==> src/efiu_pkg.sv <==
// constants of the event flag interrupt unit
package efiu_pkg;
  localparam int          NUM_FLAGS     = 10;
  localparam logic [7:0]  OFS_IRQ_EN_0  = 8'h04;
  localparam logic [7:0]  OFS_IRQ_EN_1  = 8'h05;
  localparam logic [7:0]  OFS_FLAGS_0   = 8'h06;
  localparam logic [7:0]  OFS_FLAGS_1   = 8'h07;
  localparam logic [7:0]  RST_IRQ_EN_0  = 8'h00;
  localparam logic [7:0]  RST_IRQ_EN_1  = 8'h00;
  localparam logic [9:0]  RST_FLAGS     = 10'h000;
  localparam int          FLAGS_LO_W    = 8;
  localparam int          FLAGS_HI_W    = 2;
endpackage

==> src/efiu_top.sv <==
// event flag and interrupt request logic with byte-wide register port
`timescale 1ns/1ns
module efiu_top (
  // clock and reset
  input  wire logic        clock,
  input  wire logic        arst_n,
  input  wire logic        soft_rst,
  // register port
  input  wire logic        reg_wr,
  input  wire logic        reg_rd,
  input  wire logic [7:0]  reg_addr,
  input  wire logic [7:0]  reg_wdata,
  output logic      [7:0]  reg_rdata,
  // event sources and their clears
  input  wire logic [9:0]  evt_src,
  output logic      [9:0]  src_clr,
  // interrupt pin
  output logic             irq_n_o,
  output logic             irq_n_oe
);

  // synchroniser and edge history
  logic [9:0] sync1_r;
  logic [9:0] sync2_r;
  logic [9:0] prev_r;

  // flag and enable state
  logic [9:0] latch_r;
  logic [9:0] latch_nxt;
  logic [9:0] en_r;
  logic [9:0] en_nxt;

  // registered outputs
  logic [9:0] clr_r;
  logic [9:0] clr_nxt;
  logic [7:0] rdata_r;
  logic [7:0] rdata_nxt;
  logic       irq_r;
  logic       irq_nxt;
  logic       pin_r;
  logic       pin_nxt;

  // one byte lane of a ten-bit vector; the upper lane holds two bits
  function automatic logic [7:0] lane_get(input logic [9:0] vec, input logic hi);
    lane_get = hi ? {6'h00, vec[9:8]} : vec[7:0];
  endfunction

  // bits named by a write to either lane, zero elsewhere
  function automatic logic [9:0] lane_mask(input logic [7:0] data, input logic lo_sel, input logic hi_sel);
    lane_mask = {hi_sel ? data[1:0] : 2'h0, lo_sel ? data : 8'h00};
  endfunction

  // written lanes replace the held value, other lanes keep it
  function automatic logic [9:0] lane_put(input logic [9:0] old, input logic [7:0] data,
                                          input logic lo_sel, input logic hi_sel);
    lane_put = {hi_sel ? data[1:0] : old[9:8], lo_sel ? data : old[7:0]};
  endfunction

  // address decode
  wire        sel_en0 = reg_addr == efiu_pkg::OFS_IRQ_EN_0;
  wire        sel_en1 = reg_addr == efiu_pkg::OFS_IRQ_EN_1;
  wire        sel_fl0 = reg_addr == efiu_pkg::OFS_FLAGS_0;
  wire        sel_fl1 = reg_addr == efiu_pkg::OFS_FLAGS_1;
  wire        sel_any = sel_en0 || sel_en1 || sel_fl0 || sel_fl1;
  wire        wr_en0  = reg_wr && sel_en0;
  wire        wr_en1  = reg_wr && sel_en1;
  wire        wr_fl0  = reg_wr && sel_fl0;
  wire        wr_fl1  = reg_wr && sel_fl1;

  // flag events and read-back view
  wire [9:0]  rise    = sync2_r & ~prev_r;
  wire [9:0]  set_v   = en_r & rise;
  wire [9:0]  w1c     = lane_mask(reg_wdata, wr_fl0, wr_fl1);
  wire [9:0]  armed   = en_r & latch_r;
  wire [9:0]  live    = ~en_r & sync2_r;
  wire [9:0]  view    = armed | live;
  wire [9:0]  rst_en  = {efiu_pkg::RST_IRQ_EN_1[1:0], efiu_pkg::RST_IRQ_EN_0};
  wire [7:0]  rd_en   = sel_en0 ? lane_get(en_r, 1'b0) : lane_get(en_r, 1'b1);
  wire [7:0]  rd_fl   = sel_fl0 ? lane_get(view, 1'b0) : lane_get(view, 1'b1);

  // next values
  assign en_nxt    = soft_rst ? rst_en : lane_put(en_r, reg_wdata, wr_en0, wr_en1);
  assign clr_nxt   = w1c;
  // set wins over a write-one clear that lands in the same cycle
  assign latch_nxt = soft_rst ? efiu_pkg::RST_FLAGS : ((latch_r & ~w1c) | set_v);
  assign irq_nxt   = |armed;
  assign pin_nxt   = 1'b0;
  assign rdata_nxt = !reg_rd              ? 8'h00 :
                     (sel_en0 || sel_en1) ? rd_en :
                     (sel_fl0 || sel_fl1) ? rd_fl : 8'h00;

  // two-flop synchroniser and edge history
  always_ff @(posedge clock or negedge arst_n) begin
    if (!arst_n) begin
      sync1_r <= 10'h000;
      sync2_r <= 10'h000;
      prev_r  <= 10'h000;
    end else begin
      sync1_r <= evt_src;
      sync2_r <= sync1_r;
      prev_r  <= sync2_r;
    end
  end

  // latched flags
  always_ff @(posedge clock or negedge arst_n) begin
    if (!arst_n) begin
      latch_r <= efiu_pkg::RST_FLAGS;
    end else begin
      latch_r <= latch_nxt;
    end
  end

  // interrupt enables
  always_ff @(posedge clock or negedge arst_n) begin
    if (!arst_n) begin
      en_r <= {efiu_pkg::RST_IRQ_EN_1[1:0], efiu_pkg::RST_IRQ_EN_0};
    end else begin
      en_r <= en_nxt;
    end
  end

  // source clear pulses
  always_ff @(posedge clock or negedge arst_n) begin
    if (!arst_n) begin
      clr_r <= 10'h000;
    end else begin
      clr_r <= clr_nxt;
    end
  end

  // interrupt pin
  always_ff @(posedge clock or negedge arst_n) begin
    if (!arst_n) begin
      irq_r <= 1'b0;
      pin_r <= 1'b0;
    end else begin
      irq_r <= irq_nxt;
      pin_r <= pin_nxt;
    end
  end

  // read data
  always_ff @(posedge clock or negedge arst_n) begin
    if (!arst_n) begin
      rdata_r <= 8'h00;
    end else begin
      rdata_r <= rdata_nxt;
    end
  end

  // outputs straight from their flip-flops
  assign reg_rdata = rdata_r;
  assign src_clr   = clr_r;
  assign irq_n_oe  = irq_r;
  assign irq_n_o   = pin_r;

  // per-flag checks
  for (genvar g = 0; g < efiu_pkg::NUM_FLAGS; g++) begin : g_flag
    a_flag_sets: assert property (@(posedge clock) disable iff (!arst_n)
      en_r[g] && rise[g] && !soft_rst
      |=> latch_r[g])
      else $error("enabled edge did not set flag");

    a_latch_holds: assert property (@(posedge clock) disable iff (!arst_n)
      latch_r[g] && !w1c[g] && !soft_rst
      |=> latch_r[g])
      else $error("latched flag dropped");

    a_w1c_clears: assert property (@(posedge clock) disable iff (!arst_n)
      w1c[g] && !set_v[g] && !soft_rst
      |=> !latch_r[g])
      else $error("write one did not clear flag");

    a_set_wins: assert property (@(posedge clock) disable iff (!arst_n)
      w1c[g] && set_v[g] && !soft_rst
      |=> latch_r[g])
      else $error("clear beat a same cycle set");

    a_no_set_off: assert property (@(posedge clock) disable iff (!arst_n)
      !en_r[g] && !latch_r[g] && !soft_rst
      |=> !latch_r[g])
      else $error("disabled flag latched");

    a_view_live: assert property (@(posedge clock) disable iff (!arst_n)
      !en_r[g]
      |-> view[g] == sync2_r[g])
      else $error("disabled flag not live");

    a_view_latch: assert property (@(posedge clock) disable iff (!arst_n)
      en_r[g]
      |-> view[g] == latch_r[g])
      else $error("enabled flag not latched view");

    a_src_pulse: assert property (@(posedge clock) disable iff (!arst_n)
      w1c[g]
      |=> src_clr[g])
      else $error("source clear missing");

    a_src_quiet: assert property (@(posedge clock) disable iff (!arst_n)
      !w1c[g]
      |=> !src_clr[g])
      else $error("source clear without write");

    a_sync_order: assert property (@(posedge clock) disable iff (!arst_n)
      $rose(sync2_r[g])
      |-> $past(sync1_r[g]))
      else $error("sync order broken");

    a_single_set: assert property (@(posedge clock) disable iff (!arst_n)
      rise[g]
      |=> !rise[g])
      else $error("edge seen twice");

    a_soft_clear: assert property (@(posedge clock) disable iff (!arst_n)
      soft_rst
      |=> !latch_r[g])
      else $error("soft reset kept flag");
  end

  // pin, interrupt, reset, enable write and read checks
  a_irq_follows: assert property (@(posedge clock) disable iff (!arst_n)
    |armed
    |=> irq_n_oe)
    else $error("irq not asserted");

  a_irq_quiet: assert property (@(posedge clock) disable iff (!arst_n)
    !(|armed)
    |=> !irq_n_oe)
    else $error("irq without cause");

  a_pin_low: assert property (@(posedge clock) disable iff (!arst_n)
    irq_n_oe
    |-> !irq_n_o)
    else $error("pin driven high");

  a_soft_reset: assert property (@(posedge clock) disable iff (!arst_n)
    soft_rst
    |=> latch_r == efiu_pkg::RST_FLAGS)
    else $error("soft reset kept flags");

  a_soft_en: assert property (@(posedge clock) disable iff (!arst_n)
    soft_rst
    |=> en_r == rst_en)
    else $error("soft reset kept enables");

  a_en_write: assert property (@(posedge clock) disable iff (!arst_n)
    wr_en0 && !soft_rst
    |=> en_r[7:0] == $past(reg_wdata))
    else $error("low enable write lost");

  a_en_write_hi: assert property (@(posedge clock) disable iff (!arst_n)
    wr_en1 && !soft_rst
    |=> en_r[9:8] == $past(reg_wdata[1:0]))
    else $error("high enable write lost");

  a_en_hold: assert property (@(posedge clock) disable iff (!arst_n)
    !wr_en0 && !wr_en1 && !soft_rst
    |=> $stable(en_r))
    else $error("enables changed without write");

  a_rd_idle: assert property (@(posedge clock) disable iff (!arst_n)
    !reg_rd
    |=> reg_rdata == 8'h00)
    else $error("read data without read");

  a_rd_en: assert property (@(posedge clock) disable iff (!arst_n)
    reg_rd && sel_en0
    |=> reg_rdata == $past(en_r[7:0]))
    else $error("enable read back wrong");

  a_rd_flags_hi: assert property (@(posedge clock) disable iff (!arst_n)
    reg_rd && sel_fl1
    |=> reg_rdata[7:2] == 6'h00)
    else $error("unused flag bits not zero");

  a_rd_unmapped: assert property (@(posedge clock) disable iff (!arst_n)
    reg_rd && !sel_any
    |=> reg_rdata == 8'h00)
    else $error("unmapped read not zero");

  // main scenarios
  c_irq_raise: cover property (@(posedge clock) disable iff (!arst_n) $rose(irq_n_oe));

  c_w1c_drop:  cover property (@(posedge clock) disable iff (!arst_n) $fell(irq_n_oe) && !$past(soft_rst));

  c_monitor:   cover property (@(posedge clock) disable iff (!arst_n) !en_r[0] && sync2_r[0]);

  c_set_clear: cover property (@(posedge clock) disable iff (!arst_n) w1c[0] && set_v[0]);
endmodule

==> config.mk <==
export PLATFORM = sky130hd
export DESIGN_NAME = efiu_top
export DESIGN_NICKNAME = d
export VERILOG_FILES = /design/src/efiu_pkg.sv /design/src/efiu_top.sv
export SDC_FILE = /design/constraint.sdc
export NUM_CORES = 1
export LEC_CHECK = 0
export ABC_CLOCK_PERIOD_IN_PS = 4200
export BUFFER_PORTS_ARGS = -buffer_cell sky130_fd_sc_hd__buf_2
export CAP_MARGIN = 20
export CELL_PAD_IN_SITES_DETAIL_PLACEMENT = 0
export CELL_PAD_IN_SITES_GLOBAL_PLACEMENT = 1
export CORE_MARGIN = 1
export CORE_UTILIZATION = 49
export CTS_BUF_LIST = sky130_fd_sc_hd__clkbuf_2
export CTS_CLUSTER_SIZE = 40
export DETAILED_ROUTE_END_ITERATION = 8
export PLACE_DENSITY = 0.89
export SYNTH_ARGS = -nofsm -noshare
export SYNTH_HDL_FRONTEND = slang
export SYNTH_SLANG_ARGS = --single-unit
export TNS_END_PERCENT = 50
==> constraint.sdc <==
create_clock -name clock -period 4.2 [get_ports clock]
set_input_delay 0.42 -clock clock [delete_from_list [all_inputs] [get_ports clock]]
set_output_delay 0.42 -clock clock [all_outputs]
set_load 0.05 [all_outputs]
==> results.yml, run 1 <==
clock_network:
  cts.sinks: 69
  cts_tree: "done"
  path_clk_slew_ns: 0.19
  htreeDepth: 3
  post_cts_buffers: 0
  clock_path_buffers: 2
  cts_root_buf: "clkbuf_2"
  cts_inserted_buffers: 9
  clk_latency_ns: 0.49
run_status:
  status: "complete, no violations"
route:
  dr.first_iter.drc_count: 130
  wl_per_cell_um: 15.1
  vias: 1762
  drc: 0
  via_per_inst: 5.20
  wl_um: 5110
  ant_nets: 0
  dr.pass1.iters: 4
timing:
  maxSlewViolCount: 0
  rsz0062_at_grt: "false"
  fin_skew_ns: 0.0184
  finalCritPeriodShare: 0.416
  finalCriticalPeriod_ns: 1.75
  maxSlewHeadroom: 0.327
  setup_viol: 0
  tns_ns: 0
  finalHoldViolCount: 0
  fmax_mhz: 573
  worst_slew_pin_slew_ns: 1.01
die:
  die_w_um: 75.6
  die-area_mm2: 0.00572
  rows: 26
  coreArea_mm2: 0.00517
  die_h_um: 75.6
  start_util: 0.513
  io-pin-count: 51
placed_design:
  placed_area_mm2: 0.00296
  hpwl_um: 3390
  place.gp.congestion: 0.805
  port_buffers: 49
logic_synthesis:
  synth_area_per_cell_um2: 13.3
  syn_nets: 231
  synth_simple_gate_area_frac: 0.160
  netlist_instances: 200
  synthesis.area_mm2: 0.00266
  synth_top_family_by_area: "simple AND/OR/NAND/NOR gates"
  seq_area_frac_synth: 0.650
  synth_compound_area_frac: 0.0910
  synthAdderAreaFrac: 0
  synth_warnings: 0
  synth_seq_cells: 69
  synthMuxAreaShare: 0.0716
  synthXorXnorAreaFrac: 0
  synth_cell_types: 33
power_and_ir_drop:
  p_leak_nw: 1.47
  p_comb_frac: 0.063
  power_frac_clock: 0.318
  peakVddDrop_mv: 0.221
  p_sw_uw: 270
  p_int_uw: 838
  power_density_mw_per_mm2: 350
  p_seq_frac: 0.619
  switching_share: 0.244
final_layout:
  layout-drive-gt1-share: 0.268
  multi_input_area_um2: 860
  final-seq-area_mm2: 0.00173
  diodes: 0
  fin_nets: 295
  syn2layout_area_growth_pct: 19.2
  nFillCells: 418
  finalInstanceArea_mm2: 0.00317
setup_path:
  path_class: "in2reg"
  start_kind: "input pin"
  crit_path_max_fanout: 8
  cp.required_ns: 4.61
  critPathCaptureType: "register"
  worstPathArrival_ns: 2.16
grt:
  track_usage: 0.202
  overflow: 0
  grt_pass1_vias: 1683
  grt_antenna_before_repair: 0
  grt_first_pass_wirelength_um: 8090
  grt_max_degree: 44
hold_path:
  hp-class: "in2async"
flow_run:
  cap_violations: 0
==> cells in the mapped netlist <==
cell type	instances	area [um^2]
a221oi_1	1	8.76
or4bb_1	1	11.3
mux2i_1	10	100
nor4_4	1	21.3
or3b_2	1	8.76
conb_1	1	3.75
nand2_1	2	7.51
o31ai_1	1	7.51
buf_4	1	7.51
clkbuf_1	5	18.8
nor2_1	2	7.51
nand2b_1	19	119
a21oi_1	15	75.1
nand3b_1	15	113
and3_1	8	50.1
nor3_1	3	15.0
nor3b_1	1	7.51
nand4_1	1	6.26
mux4_2	2	45.0
o21ai_0	6	30.0
mux2_2	4	45.0
a22o_1	1	8.76
a41o_1	8	80.1
o32ai_1	1	8.76
nand4b_1	1	8.76
inv_1	10	37.5
clkbuf_2	1	5.00
or4b_1	1	10.0
nand3_1	1	5.00
dfrtp_1	69	1730
nor4b_2	1	15.0
nor2b_1	3	18.8
a22oi_1	3	22.5
==> per-layer routing <==
layer	GRT usage	up-vias	wire length [um]
met5	0	-	0
met4	0.119	0	92
met3	0.0423	10	207
met2	0.293	45	2330
met1	0.284	865	2480
li1	-	842	-
==> flip-flops by register name, indices dropped and copies added (netlist names) <==
register,cells
latch_r,10
sync2_r,10
irq_n_oe,1
src_clr,10
sync1_r,10
reg_rdata,8
prev_r,10
en_r,10
==> what timing repair did <==
action,CTS,global route
gates resized for setup,0,0
hold buffers,10,0
hold endpoints to repair,10,0
==> worst max-delay path: stages <==
cell	delay, ns
buf_2	0.11
or4b_1	0.67
nor4_4	0.68
mux2i_1	0.28
==> logic make-up (layout without fill, tap and decap cells) <==
| group | after synthesis | in the layout |
|---|---|---|
| DFF | 69 | 69 |
| and+or+nand+nor | 61 | 61 |
| AOI/OAI and AO/OA | 36 | 36 |
| buffers and inverters | 17 | 86 |
| muxes | 16 | 16 |
| other | 1 | 1 |
==> cells in the final DEF (no fill, tap or decap), types with 2 or more instances in the layout <==
| master | n |
|---|---|
| a21oi_1 | 15 |
| a22oi_1 | 3 |
| a41o_1 | 8 |
| and3_1 | 8 |
| buf_2 | 49 |
| clkbuf_2 | 9 |
| clkinv_1 | 3 |
| clkinv_2 | 3 |
| dfrtp_1 | 69 |
| dlygate4sd3_1 | 10 |
| inv_1 | 10 |
| mux2_2 | 4 |
| mux2i_1 | 10 |
| mux4_2 | 2 |
| nand2_1 | 2 |
| nand2b_1 | 19 |
| nand3b_1 | 15 |
| nor2_1 | 2 |
| nor2b_1 | 3 |
| nor3_1 | 3 |
| o21ai_0 | 6 |
==> worst paths after layout <==
path / slack, ns / from / end / depth (start not counted)
max reg2reg: 2.69 / en_r[1] / reg_rdata[1] / 3
max in group asynchronous: 3.29 / arst_n / latch_r[7] / 2
min in group clock: 0.20 / reg_wdata[1] / src_clr[9] / 3
max: 2.45 / reg_addr[3] / en_r[3] / 4
min reg2reg: 0.37 / sync1_r[1] / sync2_r[1] / 0
min: 0.03 / arst_n / latch_r[1] / 1
==> power by group through the flow <==
stage | sequential (mW) | clock, mW | combinational, mW
after CTS | 0.686 | 0.361 | 0.0710
final | 0.686 | 0.353 | 0.0699
after global routing | 0.688 | 0.390 | 0.0777
after global placement | 0.697 | 0 | 0.0634
after floorplan | 0.697 | 0 | 0.0262
after detailed placement | 0.698 | 0 | 0.0637
==> cell type report <==
cell class,count,area share
Multi-Input combinational cell,114,0.272
Tap cell,70,0.0277
Clock buffer,9,0.0142
Timing Repair Buffer,60,0.111
Clock inverter,7,0.0178
Sequential cell,69,0.545
Inverter,10,0.0119
==> metrics by stage <==
step	std cells	hold WS [ns]	setup slack (ns)	util	power, mW
3_3_place_gp	313	0.332	2.00	0.573	0.760
5_1_grt	339	0.0835	2.37	0.612	1.16
4_1_cts	339	0.0277	2.50	0.612	1.12
6_report	339	0.0272	2.45	0.612	1.11
3_5_place_dp	313	0.335	1.96	0.573	0.762
2_1_floorplan	200	0.124	2.29	-	0.723
No activity file was read; power rests on OpenSTA's default activity.
==> inputs of run 2 (changes only) <==
--- a/config.mk
+++ b/config.mk
@@ -5,17 +5,17 @@
 export SDC_FILE = /design/constraint.sdc
 export NUM_CORES = 1
 export LEC_CHECK = 0
-export ABC_CLOCK_PERIOD_IN_PS = 4200
+export ABC_CLOCK_PERIOD_IN_PS = 1700
 export BUFFER_PORTS_ARGS = -buffer_cell sky130_fd_sc_hd__buf_2
 export CAP_MARGIN = 20
 export CELL_PAD_IN_SITES_DETAIL_PLACEMENT = 0
 export CELL_PAD_IN_SITES_GLOBAL_PLACEMENT = 1
 export CORE_MARGIN = 1
-export CORE_UTILIZATION = 49
+export CORE_UTILIZATION = 46
 export CTS_BUF_LIST = sky130_fd_sc_hd__clkbuf_2
 export CTS_CLUSTER_SIZE = 40
 export DETAILED_ROUTE_END_ITERATION = 8
-export PLACE_DENSITY = 0.89
+export PLACE_DENSITY = 0.85
 export SYNTH_ARGS = -nofsm -noshare
 export SYNTH_HDL_FRONTEND = slang
 export SYNTH_SLANG_ARGS = --single-unit
==> constraint.sdc (replaced) <==
create_clock -name clock -period 1.7 [get_ports clock]
set_input_delay 0.17 -clock clock [delete_from_list [all_inputs] [get_ports clock]]
set_output_delay 0.17 -clock clock [all_outputs]
set_load 0.05 [all_outputs]
==> run 2 against run 1 <==
Count of clock-buffer cells in the layout is the same. Sequential share of layout area shrank 4.5 points. Register-to-register slack lost 2.5 ns. Largest power group unchanged.
==> results.yml, run 2 (same netlist as run 1, synthesis figures left out) <==
run_status:
  status: "complete, no violations"
timing:
  rsz0062_at_grt: "false"
  fin_skew_ns: 0.00944
  fmax_mhz: 664
  setup_viol: 0
  worst_slew_pin_slew_ns: 0.557
  finalCriticalPeriod_ns: 1.51
  maxSlewHeadroom: 0.629
  finalHoldViolCount: 0
  tns_ns: 0
  finalCritPeriodShare: 0.886
  maxSlewViolCount: 0
grt:
  grt_pass1_vias: 1857
  grt_antenna_before_repair: 0
  overflow: 0
  grt_first_pass_wirelength_um: 9070
  grt_max_degree: 37
  track_usage: 0.206
placed_design:
  hpwl_um: 3710
  place.gp.congestion: 0.759
  placed_cells: 328
  port_buffers: 49
clock_network:
  clk_latency_ns: 0.50
  cts_inserted_buffers: 9
  post_cts_buffers: 0
  cts_root_buf: "clkbuf_2"
  ctsHoldBuffers: 23
  cts.sinks: 69
  clock_path_buffers: 2
  cts_resized: 0
  cts_tree: "done"
  htreeDepth: 3
  path_clk_slew_ns: 0.20
final_layout:
  syn2layout_area_growth_pct: 30.0
  nFillCells: 456
  multi_input_area_um2: 860
  final_common_cell: "dfrtp_1"
  layout-drive-gt1-share: 0.298
  stdcell_count: 367
  diodes: 0
  layout_common_cells: "69 x dfrtp_1, 49 x buf_2, 23 x dlygate4sd3_1"
  fin_nets: 321
  final-seq-area_mm2: 0.00173
power_and_ir_drop:
  p_sw_uw: 740
  peakVddDrop_mv: 0.575
  power_frac_clock: 0.367
  p_seq_frac: 0.562
  p_comb_frac: 0.071
  p_int_mw: 2.28
  power_density_mw_per_mm2: 874
  switching_share: 0.245
  p_leak_nw: 1.61
die:
  coreArea_mm2: 0.00554
  io-pin-count: 51
  die-area_mm2: 0.00608
  die_h_um: 78.0
  die_w_um: 78.0
  start_util: 0.479
  rows: 27
route:
  wl_um: 5630
  drc: 0
  via_per_inst: 5.25
  ant_nets: 0
  vias: 1925
  dr.pass1.iters: 4
  wl_per_cell_um: 15.4
  dr.first_iter.drc_count: 196
setup_path:
  start_kind: "register"
  path_class: "reg2reg"
  cp.required_ns: 2.12
  crit_path_max_fanout: 5
  critPathCaptureType: "register"
  worstPathArrival_ns: 1.93
hold_path:
  hp-class: "in2reg"
flow_run:
  cap_violations: 0
[run 2: cell types whose count changed in the layout (fill, tap and decap cells not counted), moves of 2 or more]
cell           change
clkinv_1           -3
clkinv_4           +2
clkinv_2           -2
dlygate4sd3_1     +13
buf_4             +12
[run 2: final timing paths]
kind | to | slack, ns | start | cells past startpoint
setup / recovery | reg_rdata[1] | 0.19 | en_r[1] | 3
hold / removal | reg_rdata[6] | 0.04 | reg_addr[1] | 3
setup reg to reg | reg_rdata[1] | 0.19 | en_r[1] | 3
hold reg to reg | sync2_r[2] | 0.37 | sync1_r[2] | 0
max in group asynchronous | sync2_r[8] | 0.95 | arst_n | 3
min in group asynchronous | sync2_r[3] | 0.16 | arst_n | 2
[run 2: critical path: stages, from the launching register on]
cell	delay (ns)
dfrtp_1	0.47
mux2_2	0.35
mux4_2	0.47
nor2b_1	0.15
[run 2: metal layers]
metal  track usage  routed length (um)  vias to the layer above
met5             0                   0                        -
met4         0.122                 130                        0
met3        0.0482                 281                       14
met2         0.307                2670                       66
met1         0.274                2560                      945
li1              -                   -                      900
[run 2: power by group through the flow]
stage | sequential (mW) | combinational, mW | clock [mW]
after global routing | 1.70 | 0.234 | 1.20
after CTS | 1.69 | 0.216 | 1.12
after floorplan | 1.72 | 0.0646 | 0
after detailed placement | 1.72 | 0.176 | 0
final | 1.69 | 0.214 | 1.11
after global placement | 1.72 | 0.174 | 0
[run 2: through the flow]
stage	hold WS [ns]	util	instance area [um^2]	total power [mW]	worst slack, ns
finish	0.0371	0.623	3450	3.02	0.194
global route	0.0124	0.623	3450	3.14	0.129
CTS	0.0102	0.623	3450	3.04	0.197
detailed placement	0.192	0.555	3080	1.90	0.00305
global placement	0.188	0.555	3080	1.90	0.0712
floorplan	-0.126	-	2660	1.79	0.0404
[run 2: area by class of cell]
cell class / instances / share of cell area
clock buffer: 9 / 0.0131
clock inverter: 7 / 0.0286
timing repair buffer: 86 / 0.172
sequential: 69 / 0.500
tap: 72 / 0.0261
inverter: 10 / 0.0109
multi-input combinational: 114 / 0.249
